`config.mk`:
```
export PLATFORM = sky130hd
export DESIGN_NAME = dmc_ctrl
export DESIGN_NICKNAME = d
export VERILOG_FILES = /design/src/rtl/dmc_pkg.sv /design/src/rtl/dmc_tick_if.sv /design/src/rtl/dmc_ctrl.sv /design/src/rtl/dmc_tick_div.sv
export SDC_FILE = /design/constraint.sdc
export NUM_CORES = 1
export LEC_CHECK = 0
export BUFFER_PORTS_ARGS = -buffer_cell sky130_fd_sc_hd__buf_2
export CAP_MARGIN = 40
export CORE_MARGIN = 5
export CORE_UTILIZATION = 53
export DETAILED_ROUTE_END_ITERATION = 8
export PLACE_DENSITY = 0.8
export SYNTH_ARGS = -nofsm -noshare
export SYNTH_HDL_FRONTEND = slang
export SYNTH_SLANG_ARGS = --single-unit
```
`constraint.sdc`:
```
create_clock -name i_clk_sys -period 3.2 [get_ports i_clk_sys]
set_input_delay 0.48 -clock i_clk_sys [delete_from_list [all_inputs] [get_ports i_clk_sys]]
set_output_delay 0.48 -clock i_clk_sys [all_outputs]
set_load 0.02 [all_outputs]
```
`src/rtl/dmc_pkg.sv`:
```
// constants, mode layout and state encodings for the memory controller
package dmc_pkg;

    // ==========================================================
    // clock and timing
    localparam int SYS_CLK_NS      = 50;
    localparam int HOST_CLK_NS     = 100;
    localparam int HOST_CYC        = HOST_CLK_NS / SYS_CLK_NS;
    localparam int RAS_LOW_HOST    = 2;
    localparam int RAS_LOW_CYC     = RAS_LOW_HOST * HOST_CYC;
    localparam int PRE_SHORT_HOST  = 2;
    localparam int PRE_LONG_HOST   = 3;
    localparam int PRE_SHORT_CYC   = PRE_SHORT_HOST * HOST_CYC;
    localparam int PRE_LONG_CYC    = PRE_LONG_HOST * HOST_CYC;
    localparam int ROW_HOLD_NS     = 15;
    localparam int ROW_HOLD_CYC    = (ROW_HOLD_NS + SYS_CLK_NS - 1) / SYS_CLK_NS;
    localparam int COL_SETUP_NS    = 0;
    localparam int COL_SETUP_CYC   = (COL_SETUP_NS + SYS_CLK_NS - 1) / SYS_CLK_NS;
    localparam int COL_SETUP_SLOW  = 1;
    localparam int WR_DLY_CYC      = HOST_CYC;
    localparam int READ_MAX_NS     = 200;
    localparam int READ_MAX_CYC    = READ_MAX_NS / SYS_CLK_NS;
    localparam int CNT_W           = 4;

    // ==========================================================
    // delay-line divider and refresh
    localparam int          DIV_W          = 3;
    localparam int          DIV_CODE0_RATIO = 10;
    localparam int          DIV_CNT_W      = 4;
    localparam int          REFRESH_TICKS  = 30;

    // ==========================================================
    // mode codes
    localparam logic [1:0]  ROW_TIMING_2_2 = 2'h2;
    localparam logic [2:0]  BANK_CFG_QUAD  = 3'h6;
    localparam logic [3:0]  RAS_ALL        = 4'hF;
    localparam logic [3:0]  RAS_LOW_PAIR   = 4'h3;
    localparam logic [3:0]  RAS_HIGH_PAIR  = 4'hC;
    localparam logic [3:0]  RAS_ONE        = 4'h1;

    typedef struct packed {
        logic [1:0] row_timing;    // {high, low}
        logic [1:0] wait_timing;   // {b, a}
        logic [1:0] burst_wait;    // {b, a}
        logic       wait_ext;
        logic [2:0] div_sel;
        logic [2:0] bank_cfg;      // {c, b, a}
        logic       col_setup;
        logic       row_hold;
        logic       write_delay;
        logic       col_extend;
    } dmc_mode_t;

    localparam dmc_mode_t MODE_RST = '{
        row_timing: 2'h2, wait_timing: 2'h0, burst_wait: 2'h0, wait_ext: 1'h0,
        div_sel: 3'h5, bank_cfg: 3'h6, col_setup: 1'h1, row_hold: 1'h1,
        write_delay: 1'h1, col_extend: 1'h0};

    typedef enum logic [2:0] {
        ST_IDLE = 3'h1,
        ST_ROW  = 3'h2,
        ST_PRE  = 3'h4
    } dmc_state_t;

    typedef enum logic [2:0] {
        OWN_A   = 3'h1,
        OWN_B   = 3'h2,
        OWN_REF = 3'h4
    } dmc_owner_t;

endpackage

```
`src/rtl/dmc_tick_if.sv`:
```
// link between the controller and its delay-line divider
`timescale 1ns/100ps
interface dmc_tick_if;
    logic [dmc_pkg::DIV_W-1:0] div_sel;
    logic                      tick;

    modport gen (input div_sel, output tick);
    modport use_tick (output div_sel, input tick);
endinterface

```
`src/rtl/dmc_ctrl.sv`:
```
// two-port dynamic memory controller with refresh and programmed mode bits
//
// Overview of operation
// - row timing code low-then-high: row strobe low two host clocks, precharge two.
// - wait timing zero: ready follows the row strobe falling, no added clocks.
// - burst wait bits zero: burst accesses get no added wait states.
// - extension bit low and wait-insert input low adds one host clock.
// - divider code turns the delay-line clock into about 2 MHz; 101 divides by five.
// - bank config 011 decodes both bank selects to one row strobe; byte writes.
// - column-setup bit high: column address with zero setup before column strobe.
// - row-hold bit high: row address held 15 ns after row strobe falls.
// - write-delay bit high: write column strobe one host clock after row strobe.
// - column extend low: column strobes end together with the row strobe.
// - normal accesses take zero or more waits set by the wait timing bits.
// - arbitrate between port A, port B and refresh, one at a time.
// - withhold ready during precharge, refresh or the other port's access.
// - zero-wait read completes within two host clocks, 200 ns.
`timescale 1ns/100ps
module dmc_ctrl #(
    parameter int ADDR_W        = 10,
    parameter int REFRESH_TICKS = dmc_pkg::REFRESH_TICKS
) (
    input  wire logic              i_clk_sys,
    input  wire logic              i_rst,
    input  wire logic              i_delay_line_clock_input,
    input  wire logic              i_prog,
    input  wire logic              i_row_timing_bit_low,
    input  wire logic              i_row_timing_bit_high,
    input  wire logic              i_wait_timing_bit_a,
    input  wire logic              i_wait_timing_bit_b,
    input  wire logic              i_burst_wait_bit_a,
    input  wire logic              i_burst_wait_bit_b,
    input  wire logic              i_wait_extension_bit,
    input  wire logic [2:0]        i_div_sel,
    input  wire logic              i_bank_config_bit_a,
    input  wire logic              i_bank_config_bit_b,
    input  wire logic              i_bank_config_bit_c,
    input  wire logic              i_column_setup_bit,
    input  wire logic              i_row_hold_bit,
    input  wire logic              i_write_delay_bit,
    input  wire logic              i_column_extend_control,
    input  wire logic              i_wait_insert_input,
    input  wire logic [1:0]        i_req,
    input  wire logic [1:0]        i_write_request_input,
    input  wire logic [1:0]        i_burst,
    input  wire logic [3:0]        i_bank_select_inputs,
    input  wire logic [3:0]        i_byte_lane,
    input  wire logic [2*ADDR_W-1:0] i_row_addr,
    input  wire logic [2*ADDR_W-1:0] i_col_addr,
    output logic [3:0]             o_ras_n,
    output logic [1:0]             o_cas_n,
    output logic                   o_we_n,
    output logic [ADDR_W-1:0]      o_addr,
    output logic [1:0]             o_ready,
    output logic                   o_grant_b,
    output logic                   o_refresh_busy
);
    // ==========================================================
    // elaboration checks
    if (ADDR_W < 1 || REFRESH_TICKS < 1 || REFRESH_TICKS > 255) begin : g_bad_param
        $error("dmc_ctrl: unsupported parameter value");
    end
    if (dmc_pkg::RAS_LOW_CYC > dmc_pkg::READ_MAX_CYC) begin : g_bad_timing
        $error("dmc_ctrl: row strobe too long for zero-wait read");
    end

    localparam int CW = dmc_pkg::CNT_W;

    // ==========================================================
    // mode capture and refresh tick
    dmc_pkg::dmc_mode_t  mode;
    dmc_pkg::dmc_mode_t  next_mode;
    dmc_tick_if          tk ();

    dmc_tick_div u_div (
        .i_clk_sys                (i_clk_sys),
        .i_rst                    (i_rst),
        .i_delay_line_clock_input (i_delay_line_clock_input),
        .tk                       (tk.gen)
    );
    assign tk.div_sel = mode.div_sel;

    always_comb begin
        next_mode = mode;
        if (i_prog) begin
            next_mode.row_timing  = {i_row_timing_bit_high, i_row_timing_bit_low};
            next_mode.wait_timing = {i_wait_timing_bit_b, i_wait_timing_bit_a};
            next_mode.burst_wait  = {i_burst_wait_bit_b, i_burst_wait_bit_a};
            next_mode.wait_ext    = i_wait_extension_bit;
            next_mode.div_sel     = i_div_sel;
            next_mode.bank_cfg    = {i_bank_config_bit_c, i_bank_config_bit_b,
                                     i_bank_config_bit_a};
            next_mode.col_setup   = i_column_setup_bit;
            next_mode.row_hold    = i_row_hold_bit;
            next_mode.write_delay = i_write_delay_bit;
            next_mode.col_extend  = i_column_extend_control;
        end
    end

    // ==========================================================
    // access sequencer state
    dmc_pkg::dmc_state_t  state;
    dmc_pkg::dmc_state_t  next_state;
    dmc_pkg::dmc_owner_t  owner;
    dmc_pkg::dmc_owner_t  next_owner;
    logic [CW-1:0]        cnt;
    logic [CW-1:0]        next_cnt;
    logic [CW-1:0]        extra;
    logic [CW-1:0]        next_extra;
    logic [7:0]           ref_cnt;
    logic [7:0]           next_ref_cnt;
    logic                 ref_pend;
    logic                 next_ref_pend;
    logic                 last_b;
    logic                 next_last_b;
    logic                 wr;
    logic                 next_wr;
    logic [1:0]           lane;
    logic [1:0]           next_lane;
    logic [ADDR_W-1:0]    col;
    logic [ADDR_W-1:0]    next_col;
    logic [3:0]           next_ras_n;
    logic [1:0]           next_cas_n;
    logic                 next_we_n;
    logic [ADDR_W-1:0]    next_addr;
    logic [1:0]           next_ready;
    logic                 next_grant_b;
    logic                 next_refresh_busy;

    // timing points inside an access
    logic [CW-1:0]        col_at;
    logic [CW-1:0]        cas_at;
    logic [CW-1:0]        low_cnt;
    logic [CW-1:0]        pre_cnt;
    logic                 pick_b;
    logic [1:0]           wcode;
    logic [1:0]           bank;
    logic                 is_ref;

    always_comb begin
        col_at = CW'(dmc_pkg::ROW_HOLD_CYC);
        if (!mode.row_hold) begin
            col_at = CW'(dmc_pkg::ROW_HOLD_CYC + 1);
        end
        if (mode.col_setup) begin
            cas_at = col_at + CW'(dmc_pkg::COL_SETUP_CYC);
        end else begin
            cas_at = col_at + CW'(dmc_pkg::COL_SETUP_SLOW);
        end
        if (wr && mode.write_delay && cas_at < CW'(dmc_pkg::WR_DLY_CYC)) begin
            cas_at = CW'(dmc_pkg::WR_DLY_CYC);
        end
        low_cnt = CW'(dmc_pkg::RAS_LOW_CYC) + extra;
        if (mode.row_timing == dmc_pkg::ROW_TIMING_2_2) begin
            pre_cnt = CW'(dmc_pkg::PRE_SHORT_CYC);
        end else begin
            pre_cnt = CW'(dmc_pkg::PRE_LONG_CYC);
        end
    end

    always_comb begin
        next_state        = state;
        next_owner        = owner;
        next_cnt          = cnt;
        next_extra        = extra;
        next_last_b       = last_b;
        next_wr           = wr;
        next_lane         = lane;
        next_col          = col;
        next_ras_n        = o_ras_n;
        next_cas_n        = o_cas_n;
        next_we_n         = o_we_n;
        next_addr         = o_addr;
        next_ready        = 2'h0;
        next_grant_b      = o_grant_b;
        next_refresh_busy = o_refresh_busy;
        next_ref_cnt      = ref_cnt;
        next_ref_pend     = ref_pend;
        is_ref            = (owner == dmc_pkg::OWN_REF);
        pick_b            = i_req[1] && (!i_req[0] || !last_b);
        bank              = pick_b ? i_bank_select_inputs[3:2] : i_bank_select_inputs[1:0];
        wcode             = i_burst[pick_b] ? mode.burst_wait : mode.wait_timing;

        if (tk.tick) begin
            if (ref_cnt >= 8'(REFRESH_TICKS - 1)) begin
                next_ref_cnt = '0;
            end else begin
                next_ref_cnt = ref_cnt + 1'b1;
            end
        end

        case (state)
            dmc_pkg::ST_IDLE: begin
                next_cnt = '0;
                if (ref_pend) begin
                    // refresh first; both ports keep waiting
                    next_owner        = dmc_pkg::OWN_REF;
                    next_ref_pend     = 1'b0;
                    next_extra        = '0;
                    next_ras_n        = ~dmc_pkg::RAS_ALL;
                    next_refresh_busy = 1'b1;
                    next_state        = dmc_pkg::ST_ROW;
                end else if (i_req != 2'h0) begin
                    next_owner   = pick_b ? dmc_pkg::OWN_B : dmc_pkg::OWN_A;
                    next_last_b  = pick_b;
                    next_grant_b = pick_b;
                    next_wr      = i_write_request_input[pick_b];
                    next_lane    = pick_b ? i_byte_lane[3:2] : i_byte_lane[1:0];
                    next_col     = pick_b ? i_col_addr[2*ADDR_W-1:ADDR_W]
                                          : i_col_addr[ADDR_W-1:0];
                    next_addr    = pick_b ? i_row_addr[2*ADDR_W-1:ADDR_W]
                                          : i_row_addr[ADDR_W-1:0];
                    // waits from mode bits, plus one host clock on wait insert
                    next_extra   = CW'((int'(wcode) + int'(!mode.wait_ext
                                   && !i_wait_insert_input)) * dmc_pkg::HOST_CYC);
                    if (mode.bank_cfg == dmc_pkg::BANK_CFG_QUAD) begin
                        next_ras_n = ~(dmc_pkg::RAS_ONE << bank);
                    end else if (bank[1]) begin
                        next_ras_n = ~dmc_pkg::RAS_HIGH_PAIR;
                    end else begin
                        next_ras_n = ~dmc_pkg::RAS_LOW_PAIR;
                    end
                    next_state = dmc_pkg::ST_ROW;
                end
            end
            dmc_pkg::ST_ROW: begin
                next_cnt = cnt + 1'b1;
                if (!is_ref) begin
                    next_we_n = ~wr;
                    if (cnt + 1'b1 == col_at) begin
                        next_addr = col;
                    end
                    if (cnt + 1'b1 == cas_at) begin
                        next_cas_n = ~lane;
                    end
                    // ready lands in the last row-strobe cycle
                    if (cnt == low_cnt - 2'h2) begin
                        next_ready = (owner == dmc_pkg::OWN_B) ? 2'h2 : 2'h1;
                    end
                end
                if (cnt == low_cnt - 1'b1) begin
                    next_ras_n = ~4'h0;
                    if (!mode.col_extend) begin
                        next_cas_n = ~2'h0;
                    end
                    next_we_n  = 1'b1;
                    next_cnt   = '0;
                    next_state = dmc_pkg::ST_PRE;
                end
            end
            dmc_pkg::ST_PRE: begin
                // no new access until precharge has run out
                next_cas_n        = ~2'h0;
                next_refresh_busy = 1'b0;
                next_cnt          = cnt + 1'b1;
                if (cnt == pre_cnt - 1'b1) begin
                    next_cnt   = '0;
                    next_state = dmc_pkg::ST_IDLE;
                end
            end
            default: begin
                next_state = dmc_pkg::ST_IDLE;
            end
        endcase

        // a new interval wins over the take of the previous one
        if (tk.tick && ref_cnt >= 8'(REFRESH_TICKS - 1)) begin
            next_ref_pend = 1'b1;
        end
    end

    always_ff @(posedge i_clk_sys) begin
        if (i_rst) begin
            mode           <= dmc_pkg::MODE_RST;
            state          <= dmc_pkg::ST_IDLE;
            owner          <= dmc_pkg::OWN_A;
            cnt            <= '0;
            extra          <= '0;
            ref_cnt        <= '0;
            ref_pend       <= 1'b0;
            last_b         <= 1'b0;
            wr             <= 1'b0;
            lane           <= 2'h0;
            col            <= '0;
            o_ras_n        <= ~4'h0;
            o_cas_n        <= ~2'h0;
            o_we_n         <= 1'b1;
            o_addr         <= '0;
            o_ready        <= 2'h0;
            o_grant_b      <= 1'b0;
            o_refresh_busy <= 1'b0;
        end else begin
            mode           <= next_mode;
            state          <= next_state;
            owner          <= next_owner;
            cnt            <= next_cnt;
            extra          <= next_extra;
            ref_cnt        <= next_ref_cnt;
            ref_pend       <= next_ref_pend;
            last_b         <= next_last_b;
            wr             <= next_wr;
            lane           <= next_lane;
            col            <= next_col;
            o_ras_n        <= next_ras_n;
            o_cas_n        <= next_cas_n;
            o_we_n         <= next_we_n;
            o_addr         <= next_addr;
            o_ready        <= next_ready;
            o_grant_b      <= next_grant_b;
            o_refresh_busy <= next_refresh_busy;
        end
    end
endmodule

```
`src/rtl/dmc_tick_div.sv`:
```
// divides the synchronised delay-line clock down to the refresh tick
`timescale 1ns/100ps
module dmc_tick_div (
    input  wire logic        i_clk_sys,
    input  wire logic        i_rst,
    input  wire logic        i_delay_line_clock_input,
    dmc_tick_if.gen          tk
);
    // ==========================================================
    // synchroniser and edge detect
    logic                           sync_1;
    logic                           sync_2;
    logic                           sync_3;
    logic [dmc_pkg::DIV_CNT_W-1:0]  cnt;
    logic [dmc_pkg::DIV_CNT_W-1:0]  next_cnt;
    logic                           tick;
    logic                           next_tick;
    logic [dmc_pkg::DIV_CNT_W-1:0]  ratio;

    // ==========================================================
    // divider
    always_comb begin
        if (tk.div_sel == '0) begin
            ratio = dmc_pkg::DIV_CNT_W'(dmc_pkg::DIV_CODE0_RATIO);
        end else begin
            ratio = {1'b0, tk.div_sel};
        end
        next_cnt  = cnt;
        next_tick = 1'b0;
        if (sync_2 && !sync_3) begin
            if (cnt >= ratio - 1'b1) begin
                next_cnt  = '0;
                next_tick = 1'b1;
            end else begin
                next_cnt = cnt + 1'b1;
            end
        end
    end

    always_ff @(posedge i_clk_sys) begin
        if (i_rst) begin
            sync_1 <= 1'b0;
            sync_2 <= 1'b0;
            sync_3 <= 1'b0;
            cnt    <= '0;
            tick   <= 1'b0;
        end else begin
            sync_1 <= i_delay_line_clock_input;
            sync_2 <= sync_1;
            sync_3 <= sync_2;
            cnt    <= next_cnt;
            tick   <= next_tick;
        end
    end

    assign tk.tick = tick;
endmodule

```
== Word-level counts from Yosys, hierarchy flattened ==
Cells that the tools add are included.

* Bits in registers: 82
* Input bits: 76

* Reductions and logical operators: 29
* Equality and inequality tests: 21
* Muxes and demuxes: 53
* Add/subtract/negate cells: 10
* Order comparisons: 4
* Shift-type cells: 1
* Bitwise gates (word level): 7

{| class="wikitable"
|+ Operators by type and width
! operator !! number
|-
| two-way mux 10 bit || 6
|-
| two-way mux 4 bit || 13
|-
| two-way mux 2 bit || 11
|-
| == test 4 bit || 5
|-
| one-hot mux 10 bit (2 select lines) || 1
|-
| two-way mux 3 bit || 6
|-
| != test 2 bit (second input constant) || 7
|-
| adder 4 x 1 -> 4 bit (second input constant) || 3
|-
| one-hot mux 4 bit (3 select lines) || 1
|-
| nonzero test 2 bit || 6
|-
| subtractor 4 x 1 -> 4 bit (second input constant) || 3
|-
| two-way mux 1 bit || 10
|-
| == test 3 bit (second input constant) || 3
|-
| one-hot mux 3 bit (3 select lines) || 1
|-
| AND reduction 3 bit || 3
|-
| adder 8 x 1 -> 8 bit (second input constant) || 1
|-
| >= comparator 8 x 5 -> 1 bit (second input constant) || 1
|-
| two-way mux 8 bit || 1
|-
| one-hot mux 4 bit (2 select lines) || 1
|-
| == test 3 x 2 -> 1 bit (second input constant) || 2
|-
| logical AND 1 bit || 6
|-
| AND reduction 2 bit || 3
|-
| zero test 1 bit || 5
|-
| NOT 1 bit || 5
|-
| 21 further kinds || 21
|}

== Logic depth before layout (Yosys ltp) ==
Gate-level depths: netlist of the first run.

* Depth after elaboration: 12
* Gate-level depth with buffers: 9
* Depth with buffers taken out: 8

== Hierarchy ==
A second synthesis of the first run with hierarchy kept.

* Cells, all modules: 478
* Area, all modules: 4,042.6 um^2

{| class="wikitable"
|+ Modules (own cells, without submodules)
! module !! area an instance (um^2) !! instances !! cells each
|-
| dmc_ctrl || 3,621.0 || 1 || 432
|-
| dmc_tick_div || 421.7 || 1 || 46
|}

== Worst setup path after synthesis of the first run ==
Ideal clock, no wire load.

* Kind: in2reg
* From: in i_req[1]
* To: reg extra[2]
* Stages: 8
* Data required time: 3.072 ns
* Path buffers: 1
* Data arrival time: 2.236 ns
* Setup time: 0.128 ns
* Slack: 0.836 ns
* Cell sequence: a21boi_0 > clkbuf_1 > mux2i_1 > mux2_2 > ha_1 > ha_1 > a22oi_1 > nor2_1

* Longest elaborated chain between the ends: 7
* Elaborated cells on any way between the ends: 10
* Classes of those cells: 1 x add/sub; 5 x mux; 4 x reduce/logical

{| class="wikitable"
|+ Ends and longest elaborated chain
! element !! line !! source
|-
| start: declaration || dmc_ctrl.sv:43 || <nowiki>input wire logic [1:0] i_req,</nowiki>
|-
| logical AND 1 bit || dmc_ctrl.sv:180 || <nowiki>pick_b = i_req[1] && (!i_req[0] || !last_b);</nowiki>
|-
| two-way mux 1 bit (not written as such) (2 in series) || dmc_ctrl.sv:182 || <nowiki>wcode = i_burst[pick_b] ? mode.burst_wait : mode.wait_timing;</nowiki>
|-
| two-way mux 2 bit || dmc_ctrl.sv:182 ||
|-
| adder 2 x 1 -> 3 bit || dmc_ctrl.sv:214 || <nowiki>next_extra = CW'((int'(wcode) + int'(!mode.wait_ext</nowiki>
|-
| two-way mux 4 bit || dmc_ctrl.sv:203 || <nowiki>end else if (i_req != 2'h0) begin</nowiki>
|-
| two-way mux 4 bit || dmc_ctrl.sv:195 || <nowiki>if (ref_pend) begin</nowiki>
|-
| end signal: assignment || dmc_ctrl.sv:297 || <nowiki>extra <= next_extra;</nowiki>
|-
| end: declaration || dmc_ctrl.sv:108 || <nowiki>logic [CW-1:0] extra;</nowiki>
|}

Parallel ways exist; a longest one is shown, timed or not. The select of a mux whose other input is x is not followed.
A chain may end at the register's enable or synchronous reset.

== Worst setup path after layout of the first run ==
* From: reg cnt[0]
* To: reg o_addr[3]

* Longest elaborated chain between the ends: 4

{| class="wikitable"
|+ Ends and longest elaborated chain
! element !! line !! source
|-
| start: declaration || dmc_ctrl.sv:106 || <nowiki>logic [CW-1:0] cnt;</nowiki>
|-
| start signal: assignment || dmc_ctrl.sv:296 || <nowiki>cnt <= next_cnt;</nowiki>
|-
| adder 4 x 1 -> 4 bit || dmc_ctrl.sv:230 || <nowiki>if (cnt + 1'b1 == col_at) begin</nowiki>
|-
| == test 4 bit || dmc_ctrl.sv:230 ||
|-
| != test 2 bit (no line) || n/a ||
|-
| AND reduction 5 bit (no line) || n/a ||
|-
| end signal: assignment || dmc_ctrl.sv:307 || <nowiki>o_addr <= next_addr;</nowiki>
|-
| end: declaration || dmc_ctrl.sv:53 || <nowiki>output logic [ADDR_W-1:0] o_addr,</nowiki>
|}

Every way passes these cells.

==> results of run 1 <==
## cell usage in the layout (no fill, tap or decap), types with 9 or more instances in the layout
cell type   n
xnor2_1    14
mux2i_1    19
o21ai_0    12
inv_1      11
dfxtp_1    81
nor2_1     61
ha_1       14
buf_2      96
a21oi_1    26
a311oi_1   13
nand2_1    81
a311o_1    10
nor2b_1     9
clkbuf_8    9
## worst max-delay path, stage by stage, from the launching register on
cell and delay [ps]:
dfxtp_1 600, ha_1 370, or3b_2 450, a21oi_1 160, a31oi_1 120, buf_4 220
a311o_1 290, a21oi_1 140
## cell families (layout without fill, tap and decap cells)
group                    Yosys count  count (layout)  synth area share (%)
AND/OR/NAND/NOR                  193             193                  22.2
AO/OA/AOI/OAI                     99              99                  17.7
flip-flops                        81              81                  41.7
buffers and inverters             39             127                  3.99
multiplexers                      21              21                  5.47
XOR/XNOR                          20              20                  4.50
adder cells (fa/ha/maj)           14              14                  4.50
## where the power goes
group	switching, mW	internal (mW)
combinational	0.236	0.178
clock	0.382	0.364
sequential	0.0563	1.08
total	0.674	1.62
## routing by layer
metal	vias to the layer above	global-route usage, %	part of all wire, %
met4	0	9.95	2.9
met5	-	0	0
met1	1649	25.1	42
met3	22	6.24	6.9
li1	1801	-	-
met2	105	37.6	48
## registers in the layout, summed over array words and instances, names as in the netlist, 3 cells and up
signal / count
u_div.cnt: 4
owner: 3
col: 10
extra: 3
o_addr: 10
o_ras_n: 4
mode: 14
ref_cnt: 8
cnt: 4
state: 3
tk.div_sel: 3
## cell type report
type | count | area (sq um) | area share [%]
clock buffers | 10 | 128 | 2.77
clock inverters | 6 | 66.3 | 1.44
inverters | 11 | 41.3 | 0.896
multi-input cells | 347 | 2120 | 46.0
flip-flops and latches | 81 | 1620 | 35.2
well taps | 99 | 124 | 2.69
repair buffers | 100 | 510 | 11.1
## worst paths after layout
| check | startpoint | to | depth (start not counted) |
|---|---|---|---|
| setup / recovery | cnt[0] | o_addr[3] | 7 |
| hold / removal | i_bank_config_bit_c | mode[6] | 3 |
| setup reg to reg | cnt[0] | o_addr[3] | 7 |
| hold reg to reg | u_div.sync_1 | u_div.sync_2 | 1 |
## per-stage QoR
step	utilization, %	instances	instance area, sq um	power, mW	worst slack [ps]
2_1_floorplan	-	467	3890	1.43	836
3_3_place_gp	61.2	638	4420	1.56	889
5_1_grt	63.9	654	4610	2.41	611
4_1_cts	63.9	654	4610	2.31	800
6_report	63.9	654	4610	2.29	784
3_5_place_dp	61.2	638	4420	1.57	824
==> reports/metrics.yaml, run 1 <==
p_leak_nw: 2.01
yosys.area.top_type: "dfxtp_1"
clk_latency_ps: 360
crit_fanout: 20
peakVddDrop_mv: 0.270
setup_viol: 0
root_buffer: "clkbuf_8"
dieArea_sq_um: 9160
nFillCells: 624
cts_num_sinks: 81
synth_edf_count: 0
io_buffers: 96
cp.arrival_ps: 2700
syn-num-nets: 557
yosysWarnings: 0
synthTopCellsByCount: "dfxtp_1, nand2_1, nor2_1"
clockBufferDepth: 2
synth.avg_cell_area_sq_um: 8.33
hold_path.class: "in -> reg"
ys_seq_area_share_pct: 41.7
synth_top_area_share_pct: 41.7
die_x_microns: 95.7
start_kind: "flip-flop"
tightest_slew_ps: 888
grt_overflow: 0
critPathRequiredTime_ps: 3490
place_congestion: 0.840
num_vias: 3577
rsz0062_at_grt: "no"
grt_pass1_vias: 3471
wl_microns: 9710
netlist_area_sq_um: 3890
hold_viol: 0
postSynthCellCount: 467
cts-htree-levels: 3
ant_nets: 0
min_period_ps: 2420
drtIter0Drc: 291
synthFlopType: "dfxtp_1"
skew_ps: 15.3
period_share_pct: 75.5
reg2reg_slack_ps: 780
critPathKind: "reg -> reg"
post_synth_num_cell_types: 46
async_reset_ff_share_pct: 0
coreArea_sq_um: 7210
die_h_microns: 95.7
grt_max_degree: 33
status: "finished clean"
synthToLayoutAreaGrowth_pct: 18.5
ctsHoldBuffers: 0
cts.clk_slew.worst_paths_ps: 90
insertedDiodeCount: 0
synth_seq_cells: 81
postCtsSetupRepairBufs: 0
grt_pass1_wl_microns: 15700
cts_resized: 0
via_per_inst: 5.47
drv_cap: 0
report.final.slew_viol_count: 0
initial_core_util_pct: 53.9
fmax_ghz: 0.414
hpwlAfterDp_microns: 7220
nNetsFinal: 640
num_rows: 31
hold_ws_ps: 334
slew_headroom_pct: 40.7
antenna_found_initial: 0
grt_usage_pct: 21.9
cellPowerDensity_nw_per_um2: 497
dr.pass1.iters: 4
cts_buffers: 9
setup_tns_ps: 0
end_kind: "flip-flop"
drc_errors: 0
pin_count: 97
post_drt_wl_per_cell_microns: 14.8
drive_gt1_share_pct: 22.2
synthTopCellsByArea: "dfxtp_1, nand2_1, nor2_1"
cts_tree: "built"
Note: power is estimated with default switching activity, not from simulation.
==> run 2: changes to the inputs <==
--- a/config.mk
+++ b/config.mk
@@ -5,10 +5,11 @@
 export SDC_FILE = /design/constraint.sdc
 export NUM_CORES = 1
 export LEC_CHECK = 0
+export ABC_AREA = 1
 export BUFFER_PORTS_ARGS = -buffer_cell sky130_fd_sc_hd__buf_2
 export CAP_MARGIN = 40
 export CORE_MARGIN = 5
-export CORE_UTILIZATION = 53
+export CORE_UTILIZATION = 54
 export DETAILED_ROUTE_END_ITERATION = 8
 export PLACE_DENSITY = 0.8
 export SYNTH_ARGS = -nofsm -noshare
==> constraint.sdc (replaced) <==
create_clock -name i_clk_sys -period 2.5 [get_ports i_clk_sys]
set_input_delay 0.375 -clock i_clk_sys [delete_from_list [all_inputs] [get_ports i_clk_sys]]
set_output_delay 0.375 -clock i_clk_sys [all_outputs]
set_load 0.02 [all_outputs]
==> run 2 against run 1 <==
Compared with the run above:
- area after synthesis up 4.5%
- via count up 13%
- core utilization is 1.7 points higher
- routed wire length up 4.7%
- final area up 3.7%
- count of clock-buffer cells in the layout is 3 higher
- non-clock buffer count stayed put
- synthesized cell count up 23%
- clock skew down 9.7 ps
- power rose by 39%
- global-route usage fell by 0.23 points
- combinational power rose by 67%
- critical endpoint is now extra[2]
- highest routed layer unchanged
==> reports/metrics.yaml, run 2 <==
nNetsFinal: 754
die_h_microns: 96.8
place_congestion: 0.919
cts_resized: 0
largest_register: "mode"
drive_gt1_share_pct: 20.3
drv_cap: 0
rsz0062_at_grt: "no"
end_kind: "flip-flop"
grt_usage_pct: 21.7
drtIter0Drc: 229
post_synth_num_cell_types: 34
mostFrequentLayoutCells: "nand2_1, buf_2, dfxtp_1"
cts-htree-levels: 3
grt_pass1_wl_microns: 16900
dr.pass1.iters: 5
pin_count: 97
total_power_mw: 3.18
synthTopCellsByCount: "nand2_1, dfxtp_1, nor2_1"
final_common_cell: "nand2_1"
start_kind: "flip-flop"
postCtsSetupRepairBufs: 0
io_buffers: 96
insertedDiodeCount: 0
synthFlopType: "dfxtp_1"
slew_headroom_pct: 70.6
synth_top_area_share_pct: 39.9
post-route-util_pct: 65.6
antenna_found_initial: 0
synthTopCellsByArea: "dfxtp_1, nand2_1, nand3_1"
num_rows: 31
status: "finished clean"
report.final.slew_viol_count: 0
synth.avg_cell_area_sq_um: 7.07
grt_overflow: 0
largest_reg_flops: 14
reg_top3: "mode (14), col (10), o_addr (10)"
initial_core_util_pct: 55.8
fmax_ghz: 0.508
setup_viol: 0
yosys.area.top_type: "dfxtp_1"
via_per_inst: 5.25
cts_tree: "built"
hpwlAfterDp_microns: 7830
min_period_ps: 1970
p_leak_nw: 2.35
hold_viol: 0
setup_slack_ps: 530
ctsHoldBuffers: 0
coreArea_sq_um: 7290
ys_seq_area_share_pct: 39.9
postSynthCellCount: 575
design_area_sq_um: 4780
synth_seq_cells: 81
num_vias: 4030
crit_fanout: 8
grt_pass1_vias: 3731
root_buffer: "clkbuf_8"
yosysWarnings: 0
hold_path.class: "in -> reg"
ant_nets: 0
clockBufferDepth: 2
async_reset_ff_share_pct: 0
grt_max_degree: 33
wl_microns: 10200
synth_edf_count: 0
post_drt_wl_per_cell_microns: 13.2
synthToLayoutAreaGrowth_pct: 17.6
peakVddDrop_mv: 0.313
cts.clk_slew.worst_paths_ps: 80
synthMostInstantiatedCell: "nand2_1"
place_worst_setup_slack_ps: 351
tightest_slew_ps: 441
cellPowerDensity_nw_per_um2: 665
syn-num-nets: 665
period_share_pct: 78.8
cp.arrival_ps: 2250
cts_num_sinks: 81
dieArea_sq_um: 9370
cts_buffers: 9
die_x_microns: 96.8
drc_errors: 0
setup_tns_ps: 0
critPathRequiredTime_ps: 2780
place_area_sq_um: 4570
nFillCells: 671
skew_ps: 5.58
critPathKind: "reg -> reg"
clk_latency_ps: 350
netlist_area_sq_um: 4070
-- run 2: per-layer routing --
layer  vias to the layer above  global-route usage (%)  wire length [microns]
li1                       2042                       -                      -
met1                      1835                    26.9                   4370
met2                       127                    35.5                   4930
met3                        26                    4.82                    538
met4                         0                    10.5                    330
met5                         -                       0                      0
-- run 2: per-stage QoR --
| step | hold slack, ps | std cells |
|---|---|---|
| after global placement | 389 | 752 |
| after floorplan | 388 | 575 |
| after detailed placement | 393 | 752 |
| after CTS | 216 | 768 |
| final | 223 | 768 |
| after global routing | 229 | 768 |
-- run 2: area by class of cell --
type	instances	area (sq um)	share of cell area (%)
Timing Repair Buffer	100	510	10.7
Clock inverter	3	46.3	0.968
Inverter	57	216	4.53
Multi-Input combinational cell	415	2090	43.8
Sequential cell	81	1620	33.9
Tap cell	99	124	2.59
Clock buffer	13	169	3.53
-- run 2: logic make-up (layout without fill, tap and decap cells) --
group,after synthesis,after routing,share of synthesized area (%)
xor+xnor,8,8,1.72
buf+inv,79,173,8.62
simple gates,310,310,34.0
mux,2,2,0.554
fa+ha+maj,14,14,4.31
compound gates,81,81,11.0
flops,81,81,39.9
-- run 2: path summary, 6_finish.rpt --
kind	start	to	slack [ps]	cells past startpoint
max reg2reg	last_b	extra[2]	530	9
max	last_b	extra[2]	530	9
min reg2reg	u_div.sync_1	u_div.sync_2	400	2
min	i_delay_line_clock_input	u_div.sync_1	220	3
-- run 2: critical path: stages, from the launching register on --
cell and delay (ps):
dfxtp_1 340, nand2_1 100, nand2_4 90, or2_2 290, o21ai_2 80, mux2_2 350, ha_1 180, ha_1 270
nand3_1 70, a21oi_1 130
-- run 2: report_power, final --
group	internal, mW	leakage [nW]	switching, mW
Clock	0.548	0.106	0.478
Combinational	0.255	1.58	0.438
Sequential	1.39	0.665	0.0676
Total	2.20	2.35	0.983
